File: src/pkg/uhc_pkg.sv
// constants shared by the hub control core and its port machine
package uhc_pkg;
   localparam int NPORT = 4;
   localparam int CLK_HZ = 10_000_000;
   localparam int MS_PER_S = 1000;
   localparam int MS_CYCLES = CLK_HZ / MS_PER_S;
   // times below are in ms, counted by the 1 ms tick
   localparam logic [3:0] OC_DEFAULT_MS = 4'h8;
   localparam logic [3:0] PORT_RESET_MS = 4'ha;
   localparam logic [3:0] CHIRP_MS = 4'h1;
   localparam logic [3:0] HOST_CHIRP_WAIT_MS = 4'h2;
   // serial eeprom fetch
   localparam logic [2:0] SPI_HALF = 3'h4;
   localparam logic [7:0] EE_READ_CMD = 8'h03;
   localparam logic [7:0] EE_START_ADDR = 8'h00;
   localparam logic [6:0] EE_HDR_BITS = 7'h10;
   localparam logic [6:0] EE_LAST_BIT = 7'h4f;
   // configuration byte layout in the fetched image
   localparam int CFG_PORTS_BYTE = 6;
   localparam int CFG_OPT_BYTE = 7;
   localparam int OPT_GANG_BIT = 4;
   localparam int OPT_FS_ONLY_BIT = 5;
   localparam int OPT_SINGLE_TT_BIT = 6;
   // reset values and the multi-TT alternate setting
   localparam logic [6:0] ADDR_RESET = 7'h00;
   localparam logic [7:0] CONFIG_RESET = 8'h00;
   localparam logic [7:0] ALT_MULTI_TT = 8'h01;
   // hub requests handed over by the serial engine
   localparam logic [3:0] REQ_SET_ADDR = 4'h0;
   localparam logic [3:0] REQ_SET_CONFIG = 4'h1;
   localparam logic [3:0] REQ_SET_IFACE = 4'h2;
   localparam logic [3:0] REQ_SET_PORT_POWER = 4'h3;
   localparam logic [3:0] REQ_CLR_PORT_POWER = 4'h4;
   localparam logic [3:0] REQ_SET_PORT_RESET = 4'h5;
   localparam logic [3:0] REQ_CLR_PORT_ENABLE = 4'h6;
   localparam logic [3:0] REQ_SET_PORT_SUSPEND = 4'h7;
   localparam logic [3:0] REQ_CLR_PORT_SUSPEND = 4'h8;
   localparam logic [3:0] REQ_SET_INDICATOR = 4'h9;
   localparam logic [3:0] REQ_CLR_CHANGE = 4'ha;
   // indicator selectors
   localparam logic [1:0] IND_AUTO = 2'h0;
   localparam logic [1:0] IND_AMBER = 2'h1;
   localparam logic [1:0] IND_GREEN = 2'h2;
endpackage

File: src/core/uhc_port.sv
// one downstream port: power, reset, enable, suspend, over-current
`timescale 1ns/1ps
module uhc_port
   import uhc_pkg::*;
(
   // clock and reset
   input wire logic clock,
   input wire logic resetn,
   // hub context
   input wire logic tick_ms,
   input wire logic active,
   input wire logic hub_cfg,
   input wire logic hub_susp,
   input wire logic [3:0] oc_limit,
   // host commands, one-cycle pulses
   input wire logic set_power,
   input wire logic clr_power,
   input wire logic set_reset,
   input wire logic clr_enable,
   input wire logic set_susp,
   input wire logic clr_susp,
   input wire logic set_ind,
   input wire logic [1:0] ind_val,
   input wire logic clr_change,
   // line conditions; connect, over-current and resume already synchronised
   input wire logic connect,
   input wire logic oc_act,
   input wire logic resume,
   input wire logic babble,
   // port outputs
   output logic power_n,
   output logic se0,
   output logic enabled,
   output logic suspended,
   output logic led_green,
   output logic led_amber,
   output logic change,
   output logic fwd_resume
);
   typedef enum logic [2:0]
   {
      P_OFF = 3'h0,
      P_DISC = 3'h1,
      P_RESET = 3'h2,
      P_ENA = 3'h3,
      P_SUSP = 3'h4,
      P_DIS = 3'h5
   } uhc_pst_t;

   uhc_pst_t state, next_state;
   logic [3:0] rst_cnt;
   logic [3:0] oc_cnt;
   logic oc_flag;
   logic conn_q;
   logic [1:0] ind_sel;

   // over-current must persist for the configured ms before it counts
   wire powered = (state != P_OFF);
   wire oc_hit = powered && oc_act && (oc_cnt >= oc_limit);
   wire rst_done = tick_ms && (rst_cnt == PORT_RESET_MS - 4'h1);
   wire babble_hit = (state == P_ENA) && babble;
   wire local_res = (state == P_SUSP) && resume && !hub_susp;
   wire conn_evt = powered && (connect != conn_q);
   wire ena_evt = (state == P_RESET) && (next_state == P_ENA);
   wire evt = conn_evt || ena_evt || babble_hit || oc_hit || local_res;
   wire man_green = (ind_sel == IND_GREEN);
   wire man_amber = (ind_sel == IND_AMBER);
   wire next_on = (next_state == P_ENA);

   // port state transitions
   always_comb
   begin
      next_state = state;
      if (!hub_cfg || !active || oc_hit || clr_power)
         next_state = P_OFF;
      else
         unique case (state)
            P_OFF: if (set_power) next_state = P_DISC;
            P_DISC: if (set_reset) next_state = P_RESET;
            P_RESET:
               if (rst_done)
                  next_state = connect ? P_ENA : P_DISC;
            P_ENA:
               if (!connect) next_state = P_DISC;
               else if (babble_hit || clr_enable) next_state = P_DIS;
               else if (set_susp) next_state = P_SUSP;
            P_SUSP:
               if (!connect) next_state = P_DISC;
               else if (clr_enable) next_state = P_DIS;
               else if (clr_susp || local_res) next_state = P_ENA;
            P_DIS:
               if (!connect) next_state = P_DISC;
               else if (set_reset) next_state = P_RESET;
            default: next_state = P_OFF;
         endcase
   end

   // state, timers and sticky flags
   always_ff @(posedge clock)
   begin
      if (!resetn)
      begin
         state <= P_OFF;
         rst_cnt <= 4'h0;
         oc_cnt <= 4'h0;
         oc_flag <= 1'b0;
         conn_q <= 1'b0;
         ind_sel <= IND_AUTO;
         change <= 1'b0;
      end
      else
      begin
         state <= next_state;
         conn_q <= connect;
         if (state != P_RESET)
            rst_cnt <= 4'h0;
         else if (tick_ms)
            rst_cnt <= rst_cnt + 4'h1;
         if (!oc_act || !powered)
            oc_cnt <= 4'h0;
         else if (tick_ms && oc_cnt != 4'hf)
            oc_cnt <= oc_cnt + 4'h1;
         // a fresh over-current beats a power request in the same cycle
         if (oc_hit)
            oc_flag <= 1'b1;
         else if (set_power)
            oc_flag <= 1'b0;
         if (set_ind)
            ind_sel <= ind_val;
         change <= evt || (change && !clr_change);
      end
   end

   // registered pins; manual indicator overrides the automatic green
   always_ff @(posedge clock)
   begin
      if (!resetn)
      begin
         power_n <= 1'b1;
         se0 <= 1'b1;
         enabled <= 1'b0;
         suspended <= 1'b0;
         led_green <= 1'b0;
         led_amber <= 1'b0;
         fwd_resume <= 1'b0;
      end
      else
      begin
         power_n <= (next_state == P_OFF);
         se0 <= !hub_cfg || (next_state == P_RESET);
         enabled <= next_on;
         suspended <= (next_state == P_SUSP);
         led_green <= (ind_sel == IND_AUTO) ? next_on : man_green;
         led_amber <= (ind_sel == IND_AUTO) ? oc_flag : man_amber;
         fwd_resume <= (state == P_SUSP) && resume && hub_susp;
      end
   end
endmodule

File: src/core/uhc_hub_ctrl.sv
// four-port hub control: eeprom fetch, attach, speed, hub state
`timescale 1ns/1ps
module uhc_hub_ctrl
   import uhc_pkg::*;
#(
   parameter int MS_CYC = MS_CYCLES
)
(
   // clock and reset
   input wire logic clock,
   input wire logic resetn,
   // serial eeprom
   output logic ee_sck,
   output logic ee_cs_n,
   output logic ee_mosi,
   input wire logic ee_miso,
   // upstream line, from transceiver logic on this clock
   input wire logic upstream_supply_sense,
   input wire logic up_bus_reset,
   input wire logic up_host_chirp,
   input wire logic up_suspend,
   output logic up_pullup_en,
   output logic up_chirp_k,
   output logic up_resume,
   // decoded hub requests from the serial_interface_engine
   input wire logic req_valid,
   input wire logic [3:0] req_code,
   input wire logic [1:0] req_port,
   input wire logic [7:0] req_value,
   // hub state
   output logic cfg_loaded,
   output logic hs_mode,
   output logic multi_tt,
   output logic hub_configured,
   output logic [6:0] dev_addr,
   output logic [15:0] vendor_id,
   output logic [15:0] product_id,
   output logic [15:0] device_id,
   output logic status_change,
   // downstream ports
   input wire logic [NPORT-1:0] port_connect,
   input wire logic [NPORT-1:0] port_overcurrent_input_n,
   input wire logic [NPORT-1:0] port_resume,
   input wire logic [NPORT-1:0] port_babble,
   input wire logic [NPORT-1:0] port_hs_device,
   output logic [NPORT-1:0] port_power_enable_n,
   output logic [NPORT-1:0] port_se0,
   output logic [NPORT-1:0] port_enabled,
   output logic [NPORT-1:0] port_suspended,
   output logic [NPORT-1:0] port_led_green,
   output logic [NPORT-1:0] port_led_amber,
   output logic [NPORT-1:0] port_change,
   output logic [NPORT-1:0] port_removable,
   output logic [NPORT-1:0] port_route_tt,
   output logic tt_broadcast,
   output logic force_legacy
);
   typedef enum logic [2:0]
   {
      U_LOAD = 3'h0,
      U_DETACH = 3'h1,
      U_ATTACH = 3'h2,
      U_CHIRP = 3'h3,
      U_WAIT = 3'h4,
      U_FS = 3'h5,
      U_HS = 3'h6
   } uhc_ust_t;

   // pin synchronisers
   logic [1:0] sense_sy;
   logic [1:0] miso_sy;
   logic [NPORT-1:0] conn_m, conn_s;
   logic [NPORT-1:0] oc_m, oc_s;
   logic [NPORT-1:0] res_m, res_s;

   // eeprom engine
   logic [2:0] div_cnt;
   logic [6:0] bit_cnt;
   logic [15:0] cmd_sh;
   logic [63:0] ee_sh;
   logic loading;

   // upstream and hub state
   uhc_ust_t ustate, next_ustate;
   logic [15:0] tick_cnt;
   logic tick_ms;
   logic [3:0] ms_cnt;
   logic bus_reset_q;
   logic [7:0] config_val;
   logic [7:0] alt_setting;
   logic hub_susp;

   // per-port wires from the port machines
   logic [NPORT-1:0] p_port_power_enable, p_se0, p_ena, p_susp;
   logic [NPORT-1:0] p_green, p_amber, p_chg, p_fwd;

   // image bytes, first byte fetched sits at the top of the shifter
   wire [7:0] ports_byte = ee_sh[63 - 8*CFG_PORTS_BYTE -: 8];
   wire [7:0] opt_byte = ee_sh[63 - 8*CFG_OPT_BYTE -: 8];
   wire [NPORT-1:0] active_mask = ports_byte[NPORT-1:0];
   wire [NPORT-1:0] remov_mask = ports_byte[7 -: NPORT];
   wire [3:0] oc_cfg = opt_byte[3:0];
   wire gang = opt_byte[OPT_GANG_BIT];
   wire fs_only = opt_byte[OPT_FS_ONLY_BIT];
   wire single_only = opt_byte[OPT_SINGLE_TT_BIT];
   // a blank image gives zero ms, so fall back on the default timer
   wire [3:0] oc_limit = (oc_cfg == 4'h0) ? OC_DEFAULT_MS : oc_cfg;

   // spi timing: a half period ends each SPI_HALF cycles
   wire half_end = (div_cnt == SPI_HALF - 3'h1);
   wire sample = loading && half_end && ee_sck;
   wire load_done = sample && (bit_cnt == EE_LAST_BIT);

   // upstream events
   wire sense = sense_sy[1];
   wire bus_reset_evt = up_bus_reset && !bus_reset_q;
   wire running = (ustate == U_FS) || (ustate == U_HS);
   wire ms_end_chirp = tick_ms && (ms_cnt == CHIRP_MS - 4'h1);
   wire ms_end_wait = tick_ms && (ms_cnt == HOST_CHIRP_WAIT_MS - 4'h1);

   // request decode; the engine delivers only checked, addressed requests
   wire req_ok = req_valid && running;
   wire do_addr = req_ok && (req_code == REQ_SET_ADDR);
   wire do_cfg = req_ok && (req_code == REQ_SET_CONFIG);
   wire do_alt = req_ok && (req_code == REQ_SET_IFACE) && hub_configured;
   wire [NPORT-1:0] sel_one = NPORT'(1) << req_port;
   // ganged switching applies power requests to every port
   wire [NPORT-1:0] sel_pwr = gang ? {NPORT{1'b1}} : sel_one;
   wire [NPORT-1:0] c_spwr = (req_ok && req_code == REQ_SET_PORT_POWER)
                             ? sel_pwr : '0;
   wire [NPORT-1:0] c_cpwr = (req_ok && req_code == REQ_CLR_PORT_POWER)
                             ? sel_pwr : '0;
   wire [NPORT-1:0] c_rst = (req_ok && req_code == REQ_SET_PORT_RESET)
                            ? sel_one : '0;
   wire [NPORT-1:0] c_cena = (req_ok && req_code == REQ_CLR_PORT_ENABLE)
                             ? sel_one : '0;
   wire [NPORT-1:0] c_ssus = (req_ok && req_code == REQ_SET_PORT_SUSPEND)
                             ? sel_one : '0;
   wire [NPORT-1:0] c_csus = (req_ok && req_code == REQ_CLR_PORT_SUSPEND)
                             ? sel_one : '0;
   wire [NPORT-1:0] c_ind = (req_ok && req_code == REQ_SET_INDICATOR)
                            ? sel_one : '0;
   wire [NPORT-1:0] c_cchg = (req_ok && req_code == REQ_CLR_CHANGE)
                             ? sel_one : '0;

   // speed and routing decisions
   wire next_multi = hs_mode && hub_configured && !single_only
                     && (alt_setting == ALT_MULTI_TT);
   wire [NPORT-1:0] next_route = hs_mode ? (p_ena & ~port_hs_device)
                                         : '0;

   // two flops on the sense, miso, connect, over-current and resume pins before any use
   always_ff @(posedge clock)
   begin
      if (!resetn)
      begin
         sense_sy <= 2'h0;
         miso_sy <= 2'h0;
         conn_m <= '0;
         conn_s <= '0;
         oc_m <= '0;
         oc_s <= '0;
         res_m <= '0;
         res_s <= '0;
      end
      else
      begin
         sense_sy <= {sense_sy[0], upstream_supply_sense};
         miso_sy <= {miso_sy[0], ee_miso};
         conn_m <= port_connect;
         conn_s <= conn_m;
         oc_m <= ~port_overcurrent_input_n;
         oc_s <= oc_m;
         res_m <= port_resume;
         res_s <= res_m;
      end
   end

   // spi clock divider; slow enough that the synced miso is settled
   always_ff @(posedge clock)
   begin
      if (!resetn || !loading || half_end)
         div_cnt <= 3'h0;
      else
         div_cnt <= div_cnt + 3'h1;
   end

   // eeprom read: command and address out, then eight bytes in
   always_ff @(posedge clock)
   begin
      if (!resetn)
      begin
         loading <= 1'b1;
         ee_cs_n <= 1'b1;
         ee_sck <= 1'b0;
         ee_mosi <= 1'b0;
         bit_cnt <= 7'h00;
         cmd_sh <= {EE_READ_CMD, EE_START_ADDR};
         ee_sh <= '0;
      end
      else if (loading)
      begin
         ee_cs_n <= 1'b0;
         // settles well before the next rising sck
         ee_mosi <= cmd_sh[15];
         if (half_end && !ee_cs_n)
         begin
            ee_sck <= !ee_sck;
            if (ee_sck)
            begin
               bit_cnt <= bit_cnt + 7'h01;
               cmd_sh <= {cmd_sh[14:0], 1'b0};
               if (bit_cnt >= EE_HDR_BITS)
                  ee_sh <= {ee_sh[62:0], miso_sy[1]};
            end
         end
         if (load_done)
         begin
            loading <= 1'b0;
            ee_cs_n <= 1'b1;
            ee_sck <= 1'b0;
         end
      end
   end

   // 1 ms tick drives all port and chirp timing
   always_ff @(posedge clock)
   begin
      if (!resetn || tick_ms)
         tick_cnt <= 16'h0000;
      else
         tick_cnt <= tick_cnt + 16'h0001;
      if (!resetn)
         tick_ms <= 1'b0;
      else
         tick_ms <= (tick_cnt == 16'(MS_CYC - 2));
   end

   // upstream attach and speed negotiation
   always_comb
   begin
      next_ustate = ustate;
      if (ustate == U_LOAD)
      begin
         if (load_done) next_ustate = U_DETACH;
      end
      else if (!sense)
         next_ustate = U_DETACH;
      else
         unique case (ustate)
            U_DETACH: next_ustate = U_ATTACH;
            U_ATTACH: if (bus_reset_evt) next_ustate = U_CHIRP;
            U_CHIRP:
               if (fs_only) next_ustate = U_FS;
               else if (ms_end_chirp) next_ustate = U_WAIT;
            U_WAIT:
               if (up_host_chirp) next_ustate = U_HS;
               else if (ms_end_wait) next_ustate = U_FS;
            U_FS: if (bus_reset_evt) next_ustate = U_CHIRP;
            U_HS: if (bus_reset_evt) next_ustate = U_CHIRP;
            default: next_ustate = U_DETACH;
         endcase
   end

   // upstream state, chirp timer and line controls
   always_ff @(posedge clock)
   begin
      if (!resetn)
      begin
         ustate <= U_LOAD;
         ms_cnt <= 4'h0;
         bus_reset_q <= 1'b0;
         up_pullup_en <= 1'b0;
         up_chirp_k <= 1'b0;
         hs_mode <= 1'b0;
      end
      else
      begin
         ustate <= next_ustate;
         bus_reset_q <= up_bus_reset;
         if (next_ustate != ustate)
            ms_cnt <= 4'h0;
         else if (tick_ms)
            ms_cnt <= ms_cnt + 4'h1;
         // pull-up stays on through full speed, off at high speed
         up_pullup_en <= (next_ustate == U_ATTACH)
                         || (next_ustate == U_CHIRP)
                         || (next_ustate == U_WAIT)
                         || (next_ustate == U_FS);
         up_chirp_k <= (next_ustate == U_CHIRP) && !fs_only;
         hs_mode <= (next_ustate == U_HS);
      end
   end

   // address, configuration and alternate setting
   always_ff @(posedge clock)
   begin
      if (!resetn || bus_reset_evt || !running)
      begin
         dev_addr <= ADDR_RESET;
         config_val <= CONFIG_RESET;
         alt_setting <= CONFIG_RESET;
      end
      else if (do_addr)
      begin
         dev_addr <= req_value[6:0];
         config_val <= CONFIG_RESET;
         alt_setting <= CONFIG_RESET;
      end
      else if (do_cfg)
      begin
         config_val <= req_value;
         alt_setting <= CONFIG_RESET;
      end
      else if (do_alt)
         alt_setting <= req_value;
   end

   // hub-level registered outputs
   always_ff @(posedge clock)
   begin
      if (!resetn)
      begin
         hub_configured <= 1'b0;
         hub_susp <= 1'b0;
         multi_tt <= 1'b0;
         tt_broadcast <= 1'b0;
         force_legacy <= 1'b1;
         port_route_tt <= '0;
         up_resume <= 1'b0;
         status_change <= 1'b0;
         cfg_loaded <= 1'b0;
      end
      else
      begin
         hub_configured <= (config_val != CONFIG_RESET);
         hub_susp <= running && up_suspend;
         multi_tt <= next_multi;
         tt_broadcast <= hs_mode && !next_multi;
         force_legacy <= !hs_mode;
         port_route_tt <= next_route;
         up_resume <= |p_fwd;
         status_change <= |p_chg;
         cfg_loaded <= cfg_loaded || load_done;
      end
   end

   // identity and port attributes are held from the fetched image
   always_ff @(posedge clock)
   begin
      if (!resetn)
      begin
         vendor_id <= 16'h0000;
         product_id <= 16'h0000;
         device_id <= 16'h0000;
         port_removable <= '0;
      end
      else if (cfg_loaded)
      begin
         vendor_id <= {ee_sh[55:48], ee_sh[63:56]};
         product_id <= {ee_sh[39:32], ee_sh[47:40]};
         device_id <= {ee_sh[23:16], ee_sh[31:24]};
         port_removable <= remov_mask & active_mask;
      end
   end

   // one port machine per downstream port
   generate
      for (genvar i = 0; i < NPORT; i++)
      begin : g_port
         uhc_port u_port
         (
            .clock(clock),
            .resetn(resetn),
            .tick_ms(tick_ms),
            .active(active_mask[i] && cfg_loaded),
            .hub_cfg(hub_configured),
            .hub_susp(hub_susp),
            .oc_limit(oc_limit),
            .set_power(c_spwr[i]),
            .clr_power(c_cpwr[i]),
            .set_reset(c_rst[i]),
            .clr_enable(c_cena[i]),
            .set_susp(c_ssus[i]),
            .clr_susp(c_csus[i]),
            .set_ind(c_ind[i]),
            .ind_val(req_value[1:0]),
            .clr_change(c_cchg[i]),
            .connect(conn_s[i]),
            .oc_act(oc_s[i]),
            .resume(res_s[i]),
            .babble(port_babble[i]),
            .power_n(p_port_power_enable[i]),
            .se0(p_se0[i]),
            .enabled(p_ena[i]),
            .suspended(p_susp[i]),
            .led_green(p_green[i]),
            .led_amber(p_amber[i]),
            .change(p_chg[i]),
            .fwd_resume(p_fwd[i])
         );
      end
   endgenerate

   // port pins come straight from the port machine flops
   assign port_power_enable_n = p_port_power_enable;
   assign port_se0 = p_se0;
   assign port_enabled = p_ena;
   assign port_suspended = p_susp;
   assign port_led_green = p_green;
   assign port_led_amber = p_amber;
   assign port_change = p_chg;
endmodule

File: config.mk
export PLATFORM = sky130hd
export DESIGN_NAME = uhc_hub_ctrl
export DESIGN_NICKNAME = d
export VERILOG_FILES = /design/src/pkg/uhc_pkg.sv /design/src/core/uhc_port.sv /design/src/core/uhc_hub_ctrl.sv
export SDC_FILE = /design/constraint.sdc
export NUM_CORES = 1
export LEC_CHECK = 0
export BUFFER_PORTS_ARGS = -buffer_cell sky130_fd_sc_hd__buf_2
export CELL_PAD_IN_SITES_DETAIL_PLACEMENT = 1
export CELL_PAD_IN_SITES_GLOBAL_PLACEMENT = 2
export CORE_MARGIN = 3
export CORE_UTILIZATION = 39
export CTS_CLUSTER_DIAMETER = 120
export DETAILED_ROUTE_END_ITERATION = 8
export GPL_ROUTABILITY_DRIVEN = 1
export PLACE_DENSITY = 0.95
export REMOVE_ABC_BUFFERS = 1
export SYNTH_ARGS = -nofsm -noshare
export SYNTH_HDL_FRONTEND = slang
export SYNTH_SLANG_ARGS = --single-unit
File: constraint.sdc
create_clock -name clock -period 6.3 [get_ports clock]
set_input_delay 0.63 -clock clock [delete_from_list [all_inputs] [get_ports clock]]
set_output_delay 0.63 -clock clock [all_outputs]
set_load 0.1 [all_outputs]
==> results of run 1 <==
routing by layer:
layer | share of wire | up-vias | GRT usage
met5 | 0.00089 | - | 0
li1 | - | 5474 | -
met3 | 0.057 | 80 | 0.04414
met1 | 0.44 | 5530 | 0.2511
met2 | 0.47 | 258 | 0.3555
met4 | 0.026 | 4 | 0.05744
through the flow:
stage	setup slack [ns]	hold slack [ns]	instances	cell area, sq um
after global routing	2.846	0.2631	2105	15600
final	3.150	0.2736	2105	15600
after detailed placement	3.047	0.4219	2044	14340
after floorplan	2.362	0.3992	1443	12980
after global placement	3.248	0.4069	2044	14340
after CTS	3.169	0.2630	2105	15600
synth_stat cells (3+ instances only):
| cell type | number | area (sq um) |
|---|---|---|
| a21o_1 | 7 | 52.55 |
| and4_1 | 4 | 35.03 |
| nor3_1 | 31 | 155.2 |
| ha_1 | 37 | 462.9 |
| o21ai_0 | 30 | 150.1 |
| o31ai_1 | 4 | 30.03 |
| clkbuf_1 | 77 | 289.0 |
| o21a_1 | 7 | 52.55 |
| dfxtp_1 | 321 | 6426 |
| nand2b_1 | 28 | 175.2 |
| a21oi_1 | 130 | 650.6 |
| xnor2_1 | 19 | 166.4 |
| nor4b_1 | 8 | 70.07 |
| nor3b_1 | 9 | 67.56 |
| a41oi_1 | 6 | 52.55 |
| nor2b_1 | 11 | 68.82 |
| o32a_1 | 4 | 40.04 |
| o22ai_1 | 5 | 31.28 |
| o2111a_1 | 3 | 33.78 |
| nand4_1 | 19 | 118.9 |
| buf_2 | 7 | 35.03 |
| nor4_1 | 13 | 81.33 |
| mux2i_1 | 58 | 580.6 |
| xor2_1 | 25 | 219.0 |
| or3_1 | 8 | 50.05 |
| o41ai_1 | 4 | 35.03 |
| o211ai_1 | 14 | 105.1 |
| a31oi_1 | 6 | 37.54 |
| and2_1 | 39 | 244.0 |
| nand3b_1 | 7 | 52.55 |
| buf_4 | 29 | 217.7 |
| nand2_1 | 231 | 867.1 |
| a211oi_1 | 7 | 52.55 |
| inv_1 | 42 | 157.7 |
| nand4b_1 | 5 | 43.79 |
| and3_1 | 12 | 75.07 |
| and4b_1 | 7 | 70.07 |
| nor4bb_1 | 3 | 30.03 |
| nand3_1 | 68 | 340.3 |
| nor2_1 | 165 | 619.3 |
| buf_1 | 3 | 11.26 |
| o211a_1 | 3 | 30.03 |
final cells by class:
type                    count  area, sq um
multi-input cells        1080         6405
clock inverters             7        160.2
repair buffers            153        785.8
flip-flops and latches    321         6430
fillers                  4000        18260
well taps                 448        560.5
inverters                  42        162.7
clock buffers              54         1100
registers in the layout (all words and copies together), names as in the netlist, 8 cells and up:
register,count
alt_setting,8
cmd_sh,8
config_val,8
device_id,16
ee_sh,64
g_port.u_port.ind_sel,8
g_port.u_port.oc_cnt,16
g_port.u_port.rst_cnt,16
g_port.u_port.state,12
product_id,16
tick_cnt,16
vendor_id,16
cell usage in the layout (no fill, tap or decap), types with 8 or more instances in the layout:
cell,n
a21oi_1,130
nand2b_1,28
nor2_1,164
ha_1,37
nand4_1,19
nand2_1,231
nor3b_1,9
buf_4,8
inv_1,41
mux2i_1,58
nor4b_1,8
buf_2,145
and2_1,39
xor2_1,25
nor4_1,13
nor3_1,31
o21ai_0,30
nand3_1,68
clkbuf_8,11
clkbuf_16,37
o211ai_1,14
xnor2_1,19
dfxtp_1,320
nor2b_1,11
and3_1,12
path summary, 6_finish.rpt:
path,startpoint,end
max,ustate[0],alt_setting[3]
min,port_hs_device[0],port_route_tt[0]
max reg2reg,ustate[0],alt_setting[3]
min reg2reg,div_cnt[0],div_cnt[0]
power by group:
group          switching, mW  internal, mW  leakage [nW]
Clock                  0.825          1.40         0.621
Combinational         0.0712        0.0275          2.50
Sequential           0.00918          2.04          2.59
Total                  0.906          3.47          5.71
kinds of logic (layout without fill, tap and decap cells):
group | Yosys count | after routing
AO/OA/AOI/OAI | 260 | 260
flip-flops | 321 | 321
multiplexers | 59 | 59
buffers and inverters | 158 | 256
adder cells (fa/ha/maj) | 37 | 37
AND/OR/NAND/NOR | 678 | 678
XOR/XNOR | 46 | 46
==> results by group, run 1 <==
Placement
  • IO Port Bufs: 145
  • RePlAce Congestion: 0.9177
  • HPWL after DPL: 25.86 mm

Worst setup path
  • Crit-path slowest cell: xor2_2
  • Crit path depth: 6
  • CP peak stage delay: between 0.6 and 0.7 ns
  • Reg2Reg Depth: 6
  • Crit start category: register
  • CP arrival: 3.53 ns
  • CP Buf/Inv Count: 0
  • CP Max Fanout: 18
  • WS Path Type: register to register
  • Critical Path RT: between 6 and 7 ns
  • Crit-path leading delay family: simple AND/OR/NAND/NOR gates
  • CP Capture Type: register
  • Crit path cell chain: xor2_2, and2_1, nand2_1, nand2b_1, nand2b_1, nor2_1
  • Most frequent CP cell: nand2b_1
  • Reg-to-reg setup timing slack: 3.15 ns

Hold path
  • Worst hold path class: primary input to register
  • Hold depth: 2

Routing
  • Post-DRT Antenna Nets: 0
  • Post-DR wirelength/cell: around 18 um
  • DRC Markers: 0
  • Drt first pass iters: 5
  • DRT Wirelength: approximately 38 mm
  • DR iter-0 viols: around 570
  • Via density: between 5 and 6
  • Vias: ~11000

STA
  • Fin. Hold Viols: 0
  • Slew headroom: 0.2817
  • Tightest Pin Transition: roughly 1.1 ns
  • RSZ-0062 raised after global routing: false
  • Min Tclk post-route: around 3.1 ns
  • Max Clock Freq: 317.5 MHz
  • TNS Setup: 0 ns
  • Fin. max-slew vios: 0
  • Clock skew: roughly 0.022 ns
  • Final setup fails: 0
  • Period utilization: 0.5000

Logic synthesis
  • Syn_area_per_cell: roughly 8.7 sq um
  • Synth Area in Simple Gates: 0.2419
  • Synth Flop Type: dfxtp_1
  • Main combinational cell family by area after synthesis: simple AND/OR/NAND/NOR gates
  • Post-Synth XOR/XNOR Area: 0.03088
  • Post-Synth Adder-Cell Area: 0.03421
  • Proportion of synthesized chip area in sequential cells: 0.4749
  • Synthesized area: between 10000 and 15000 sq um
  • Warnings, synthesis: 0
  • Syn Inst Count: between 1500 and 2000
  • Async set-reset flop share out of synthesis: 0
  • Post-synthesis mux area share: 0.04373
  • Flops & latches, synth: around 320
  • Synth unique cells: around 80
  • EDFF count, synth: 0
  • Compound-Gate Fraction of Synth Area: 0.1219

Clock tree
  • CTS tree: done
  • Cts repair resizes: 0
  • Clock slew at reported path FFs: 0.06 ns
  • Num CTS Buffers: 35
  • Clk sinks: approximately 320
  • Root Driver: clkbuf_16
  • # hold bufs at CTS: 0
  • CTS max path bufs: 3
  • Worst-skew pair later-pin latency: approximately 0.52 ns
  • H-Tree Depth: 2
  • Post-CTS setup buffer count: 0

Global routing
  • Vias in the first global route: approximately 12000
  • Initial antenna violation count: 2
  • Global-route wire length before repair: 61.30 mm
  • Grt total ovfl: 0
  • Tot GR Track Use: 0.2030
  • Largest net degree at the start of global routing: slightly above 90

Cells and area
  • Share of post-route cells with drive strength above 1: 0.1364
  • Total Nets Final: roughly 1700
  • Antenna Diode Count: 0
  • Core Util, Final: 0.4607
  • Layout area overhead: 15.30%

Power and ir drop
  • Static leakage: 5.713 nW
  • Power after layout: between 4 and 5 mW
  • Cell area power density: around 280 nW/um^2
  • VDD IR max: approximately 0.18 mV

Floorplanning
  • Row cnt: between 60 and 70
  • Core Area: 33870 sq um
  • Die width: between 150 and 200 um
  • DIE AREA: roughly 37000 sq um
  • Die Span Y: around 190 um
  • Initial Util: 0.3996
  • # IOs: 146

Job
  • Max Cap Viol: 0

Run status
  • Status: complete, no violations
Power figures use the tool's default switching activity.
==> run 2, diff against run 1 <==
Settings changed: CORE_UTILIZATION 39 to 32, PLACE_DENSITY 0.95 to 0.86.
Clock period 6.3 ns to 2.75 ns, I/O delays scaled along.
==> run 2 against run 1 <==
  * Worst hold slack got worse by 0.23 ns
  * Global-route usage fell by 2.7 points
  * Combinational power rose to 2.7 times the previous value
  * Total power rose by 130%
  * Via count rose by 1.2%
  * Clock power rose by 120%
  * Critical path depth rose by 1
  * Final cell count rose by 6.8%
  * Sequential power rose by 130%
  * Largest cell class unchanged
  * Highest routed layer unchanged
==> results by group, run 2 (synthesized netlist as in run 1, its figures left out) <==
Global routing
  • Global-route wire length before repair: 63.64 mm (+3.8%)
  • Tot GR Track Use: 0.1758 (-0.02724)
  • Initial antenna violation count: 3 (+1)
  • Grt total ovfl: 0 (unchanged)
  • Vias in the first global route: 11873 (+0.93%)
  • Largest net degree at the start of global routing: 74 (-19%)

Worst setup path
  • CP arrival: 2.89 ns (-0.64 ns)
  • CP startpoint: ee_sh[0]
  • Reg-to-reg startpoint: ee_sh[0]
  • WS Path Type: register to register
  • Critical Path RT: 3.18 ns (-3.50 ns)
  • CP Capture Type: register
  • Crit start category: register
  • CP Max Fanout: 7 (-11)

Clock tree
  • # hold bufs at CTS: 25 (+25)
  • CTS tree: done
  • Clock slew at reported path FFs: 0.06 ns (about the same)
  • Worst-skew pair later-pin latency: 0.55 ns (+0.03 ns)
  • Num CTS Buffers: 38 (+8.6%)
  • CTS max path bufs: 3 (unchanged)
  • Cts repair resizes: 0 (unchanged)
  • Clk sinks: 321 (unchanged)
  • Root Driver: clkbuf_16
  • Post-CTS setup buffer count: 0 (unchanged)
  • H-Tree Depth: 2 (unchanged)

Placement
  • Pre-CTS setup slack: 0.3204 ns (-2.727 ns)
  • RePlAce Congestion: 0.8618 (-6.1%)
  • Placement Cell Area: 14680 sq um (+2.4%)
  • IO Port Bufs: 145 (unchanged)
  • Placed cells: 2154 (+5.4%)
  • HPWL after DPL: 27.44 mm (+6.1%)

Hold path
  • Hold path startpoint: req_value[6]
  • Worst hold path class: primary input to register

Cells and area
  • Fin area: 16150 sq um (+3.5%)
  • Core Util, Final: 0.3912 (-0.06956)
  • Final Non-Filler Cells: 2249 (+6.8%)
  • Commonest non-fill, non-tap cell in the layout: dfxtp_1
  • Commonest non-fill, non-tap cells in the layout: dfxtp_1 (320), nand2_1 (231), nor2_1 (164)
  • Layout area overhead: 19.36%
  • Share of post-route cells with drive strength above 1: 0.1474 (+0.01104)
  • Fillers: 4870 (+22%)
  • Total Nets Final: 1766 (+3.2%)
  • Most flop-heavy register: ee_sh
  • Largest register FFs: 64 (unchanged)

Floorplanning
  • Core Area: 41290 sq um (+22%)
  • DIE AREA: 44790 sq um (+21%)
  • Die Span Y: 211.6 um (+10%)
  • Die width: 211.6 um (+10%)
  • Initial Util: 0.3277 (-0.07187)
  • # IOs: 146 (unchanged)
  • Row cnt: 74 (+10%)

Routing
  • DRT Wirelength: 39.40 mm (+3.5%)
  • Drt first pass iters: 5 (unchanged)
  • Vias: 11478 (+1.2%)
  • DR iter-0 viols: 561 (-0.71%)
  • Post-DR wirelength/cell: 17.52 um (-3.1%)
  • Post-DRT Antenna Nets: 0 (unchanged)
  • DRC Markers: 0 (unchanged)
  • Via density: 5.104 (-5.3%)

STA
  • Final setup fails: 0 (unchanged)
  • Slack of the critical path: 0.2906 ns (-2.860 ns)
  • Slew headroom: 0.4774 (+0.1957)
  • Fin. max-slew vios: 0 (unchanged)
  • Period utilization: 0.8943 (+0.3944)
  • Min Tclk post-route: 2.459 ns (-0.6903 ns)
  • RSZ-0062 raised after global routing: false
  • Max Clock Freq: 406.6 MHz (+28%)
  • Clock skew: 0.01649 ns (-0.005570 ns)
  • Tightest Pin Transition: 0.7839 ns (-0.2897 ns)
  • Fin. Hold Viols: 0 (unchanged)

Power and ir drop
  • Power after layout: 9.925 mW (+130%)
  • VDD IR max: 0.4313 mV (+140%)
  • Cell area power density: 614.4 nW/um^2 (+120%)
  • Static leakage: 5.933 nW (+3.8%)

Run status
  • Status: complete, no violations

Job
  • Max Cap Viol: 0 (unchanged)
-- run 2: changes by cell type in the layout (fill, tap and decap cells not counted) --
cell,before,now
clkinv_4,0,1
inv_6,1,2
clkinv_2,2,5
buf_12,0,3
diode_2,0,1
clkbuf_8,11,5
bufinv_16,5,2
buf_4,8,31
clkbuf_16,37,39
dlygate4sd3_1,0,25
clkbuf_1,6,13
clkinvlp_4,0,3
-- run 2: area by class of cell --
type	count	area [sq um]	area share
repair buffers	204	1269	0.07854
flip-flops and latches	321	6430	0.3981
well taps	532	665.6	0.04121
clock inverters	12	125.1	0.007746
inverters	42	162.7	0.01007
diodes	1	2.502	0.0001549
clock buffers	57	1094	0.06770
multi-input cells	1080	6405	0.3965
-- run 2: worst max-delay path, cell delays in order, from the launching register on --
cell and delay, ns:
dfxtp_1 0.47, ha_1 0.28, nand2b_1 0.14, a21o_1 0.17, a211oi_1 0.37, o21ai_0 0.23, nor3_1 0.37, nor4b_1 0.31
-- run 2: report_power, final --
group / switching [mW] / total, mW / internal [mW]
clock: 2.01 / 4.95 / 2.95
combinational: 0.174 / 0.270 / 0.0967
sequential: 0.0197 / 4.70 / 4.68
total: 2.20 / 9.92 / 7.72
-- run 2: worst paths after layout --
path | to | slack (ns) | depth (start not counted)
max | g_port[1].u_port.suspended | 0.29 | 7
min | dev_addr[6] | 0.05 | 3
max reg2reg | g_port[1].u_port.suspended | 0.29 | 7
min reg2reg | div_cnt[0] | 0.42 | 1
-- run 2: per-stage QoR --
step	setup TNS [ns]	hold slack, ns
CTS	0	0.01145
global route	0	0.02843
finish	0	0.04811
detailed placement	0	0.4185
floorplan	-146.97	0.3369
global placement	0	0.4073
-- run 2: metal layers --
layer,track usage,wire length (um),vias up
met5,0,27,-
met4,0.07044,1364,4
met3,0.04638,2627,83
met2,0.2893,17860,275
met1,0.2199,17520,5542
li1,-,-,5574
==> run 3, diff against run 2 <==
Settings changed: ABC_AREA set to 1, CORE_UTILIZATION 32 to 30.
==> run 3 against run 2 <==
  * First-iteration DRC count decreased by 12%
  * Die area is 5.5% higher
  * Non-clock buffer count shrank 16
  * Total power fell by 1.9%
  * Combinational power shrank 6%
  * Area after synthesis down 0.97%
  * Register-to-register slack hardly changed
  * Via count rose by 6.2%
  * Highest routed layer is now met4
==> results by group, run 3 <==
Logic synthesis
  • Syn Inst Count: 1810 (+16%)
  • Synth unique cells: 43 (-45%)
  • Syn_area_per_cell: 7.404 sq um (-15%)
  • Synth Flop Type: dfxtp_1
  • Post-synth top cells: nor2_1 (369), dfxtp_1 (321), nand2_1 (270)
  • Proportion of synthesized chip area in sequential cells: 0.4795 (+0.004655)
  • Top-count cell post-synth: nor2_1
  • Most area-consuming cells after synthesis: dfxtp_1 (48%), nor2_1 (10%), nand2_1 (7.6%)
  • Flops & latches, synth: 321 (unchanged)
  • Warnings, synthesis: 0 (unchanged)
  • EDFF count, synth: 0 (unchanged)
  • Synthesized area: 13400 sq um (-0.97%)
  • Yosys top cell area share: 0.4795 (+0.004655)
  • Async set-reset flop share out of synthesis: 0 (unchanged)
  • Largest area contributor in the netlist: dfxtp_1

Floorplanning
  • Die width: 217.4 um (+2.7%)
  • Die Span Y: 217.4 um (+2.7%)
  • Core Area: 43550 sq um (+5.5%)
  • Row cnt: 76 (+2.7%)
  • DIE AREA: 47240 sq um (+5.5%)
  • # IOs: 146 (unchanged)
  • Initial Util: 0.3077 (-0.02000)

Worst setup path
  • CP Buf/Inv Count: 2 (+2)
  • Crit-path slowest cell: dfxtp_1
  • CP arrival: 2.95 ns (+0.06 ns)
  • Critical Path RT: 3.24 ns (+0.06 ns)
  • Most frequent CP cell: nand2_1
  • CP Max Fanout: 7 (unchanged)
  • CP Capture Type: register
  • CP startpoint: ee_sh[0]
  • Crit-path leading delay family: simple AND/OR/NAND/NOR gates
  • WS Path Type: register to register
  • Reg-to-reg startpoint: ee_sh[0]
  • Crit start category: register
  • CP peak stage delay: 0.47 ns (about the same)
  • Crit path cell chain: nor2_1, a21oi_1, buf_4, ha_1, a21oi_1, nand3_1, nand3_1, inv_1, nor3_1, nand2_1, nand2_1, nand2_1, nor2_1

Clock tree
  • Clk sinks: 321 (unchanged)
  • Cts repair resizes: 0 (unchanged)
  • CTS max path bufs: 3 (unchanged)
  • Clock slew at reported path FFs: 0.06 ns (about the same)
  • Num CTS Buffers: 37 (-2.6%)
  • H-Tree Depth: 2 (unchanged)
  • CTS tree: done
  • Post-CTS setup buffer count: 0 (unchanged)
  • # hold bufs at CTS: 27 (+8.0%)
  • Worst-skew pair later-pin latency: 0.56 ns (about the same)
  • Root Driver: clkbuf_16

Global routing
  • Initial antenna violation count: 0 (-3)
  • Global-route wire length before repair: 65.28 mm (+2.6%)
  • GR Layer Usage met3: 0.04189 (-0.004496)
  • Largest net degree at the start of global routing: 67 (-9.5%)
  • GRT met1 Usage: 0.2117 (-0.008179)
  • Tot GR Track Use: 0.1699 (-0.005899)
  • GR peak layer: met2
  • Grt total ovfl: 0 (unchanged)
  • Routing usage on met2: 0.2898 (+0.0004998)
  • Vias in the first global route: 12818 (+8.0%)

STA
  • Final setup fails: 0 (unchanged)
  • Min Tclk post-route: 2.459 ns (-0.0005910 ns)
  • RSZ-0062 raised after global routing: false
  • Final hold slack: 0.06126 ns (+0.01314 ns)
  • Clock skew: 0.02075 ns (+0.004266 ns)
  • Fin. Hold Viols: 0 (unchanged)
  • Fin. max-slew vios: 0 (unchanged)
  • Tightest Pin Transition: 0.9747 ns (+0.1908 ns)
  • Period utilization: 0.8941 (about the same)
  • Slew headroom: 0.3493 (-0.1282)
  • Max Clock Freq: 406.7 MHz (about the same)

Cells and area
  • Share of post-route cells with drive strength above 1: 0.1315 (-0.01590)
  • Largest register FFs: 64 (unchanged)
  • Layout area overhead: 19.36% (about the same)
  • Commonest non-fill, non-tap cell in the layout: nor2_1
  • Fillers: 5420 (+11%)
  • Commonest non-fill, non-tap cells in the layout: nor2_1 (369), dfxtp_1 (321), nand2_1 (270)
  • Antenna Diode Count: 0 (-1)
  • Most flop-heavy register: ee_sh
  • Fin area: 16000 sq um (-0.97%)
  • Total Nets Final: 2024 (+15%)

Power and ir drop
  • Cell area power density: 608.7 nW/um^2 (-0.93%)
  • Static leakage: 7.428 nW (+25%)
  • VDD IR max: 0.3996 mV (-7.3%)

Routing
  • DRC Markers: 0 (unchanged)
  • Vias: 12193 (+6.2%)
  • Drt first pass iters: 5 (unchanged)
  • DR iter-0 viols: 491 (-12%)
  • Post-DRT Antenna Nets: 0 (unchanged)
  • Via density: 4.774 (-6.5%)
  • DRT Wirelength: 40.60 mm (+3.0%)
  • Post-DR wirelength/cell: 15.90 um (-9.3%)

Placement
  • IO Port Bufs: 145 (unchanged)
  • Placement Cell Area: 14560 sq um (-0.80%)
  • RePlAce Congestion: 0.8549 (-0.80%)
  • HPWL after DPL: 28.89 mm (+5.3%)

Job
  • Max Cap Viol: 0 (unchanged)

Hold path
  • Worst hold path class: primary input to register
  • Hold path startpoint: req_value[0]

Run status
  • Status: complete, no violations
[run 3: per-layer routing]
metal | share of wire | up-vias | wire, um
met5 | 0 | - | 0
met4 | 0.020 | 0 | 817
met3 | 0.056 | 50 | 2293
met2 | 0.46 | 225 | 18830
met1 | 0.46 | 5842 | 18660
li1 | - | 6076 | -
[run 3: stage by stage]
step / TNS, ns / util / worst slack, ns / power (mW) / instances
after CTS: 0 / 0.3673 / 0.2538 / 9.891 / 2554
after floorplan: -68.04 / - / -1.212 / 4.892 / 1718
final: 0 / 0.3673 / 0.2912 / 9.738 / 2554
after global routing: 0 / 0.3673 / 0.05036 / 10.13 / 2554
after global placement: 0 / 0.3344 / 0.3777 / 5.024 / 2464
after detailed placement: 0 / 0.3344 / 0.2896 / 5.031 / 2464
[run 3: area by class of cell]
cell class | instances | area (sq um) | area share
Tap cell | 585 | 732.0 | 0.04576
Sequential cell | 321 | 6426 | 0.4017
Clock buffer | 52 | 1052 | 0.06578
Multi-Input combinational cell | 1211 | 5816 | 0.3636
Inverter | 186 | 700.7 | 0.04380
Timing Repair Buffer | 188 | 1160 | 0.07251
Clock inverter | 11 | 110.1 | 0.006883
[run 3: kinds of logic (layout without fill, tap and decap cells)]
kind of cell / count (synthesis) / in the layout / synth area share
compound gates: 307 / 307 / 0.1188
xor+xnor: 14 / 14 / 0.009150
fa+ha+maj: 37 / 37 / 0.03454
buf+inv: 278 / 437 / 0.08711
flops: 321 / 321 / 0.4795
simple gates: 853 / 853 / 0.2709
[run 3: worst paths after layout]
path                                                  to  depth (start not counted)  slack (ns)
worst min register to register                  res_s[3]                          2        0.41
worst min-delay path                      alt_setting[0]                          3        0.06
worst max-delay path            g_port[0].u_port.enabled                         13        0.29
worst max register to register  g_port[0].u_port.enabled                         13        0.29
[run 3: tightest hold or removal path: cells and delay by family]
family | cells | cell delay, ns
buf+inv | 1 | 0.12
compound gates | 1 | 0.05
simple gates | 1 | 0.11
[run 3: report_power, final]
part	internal (mW)	total, mW	switching [mW]
Clock	2.78	4.78	2.01
Sequential	4.68	4.70	0.0187
Combinational	0.0886	0.253	0.165
Total	7.55	9.74	2.19
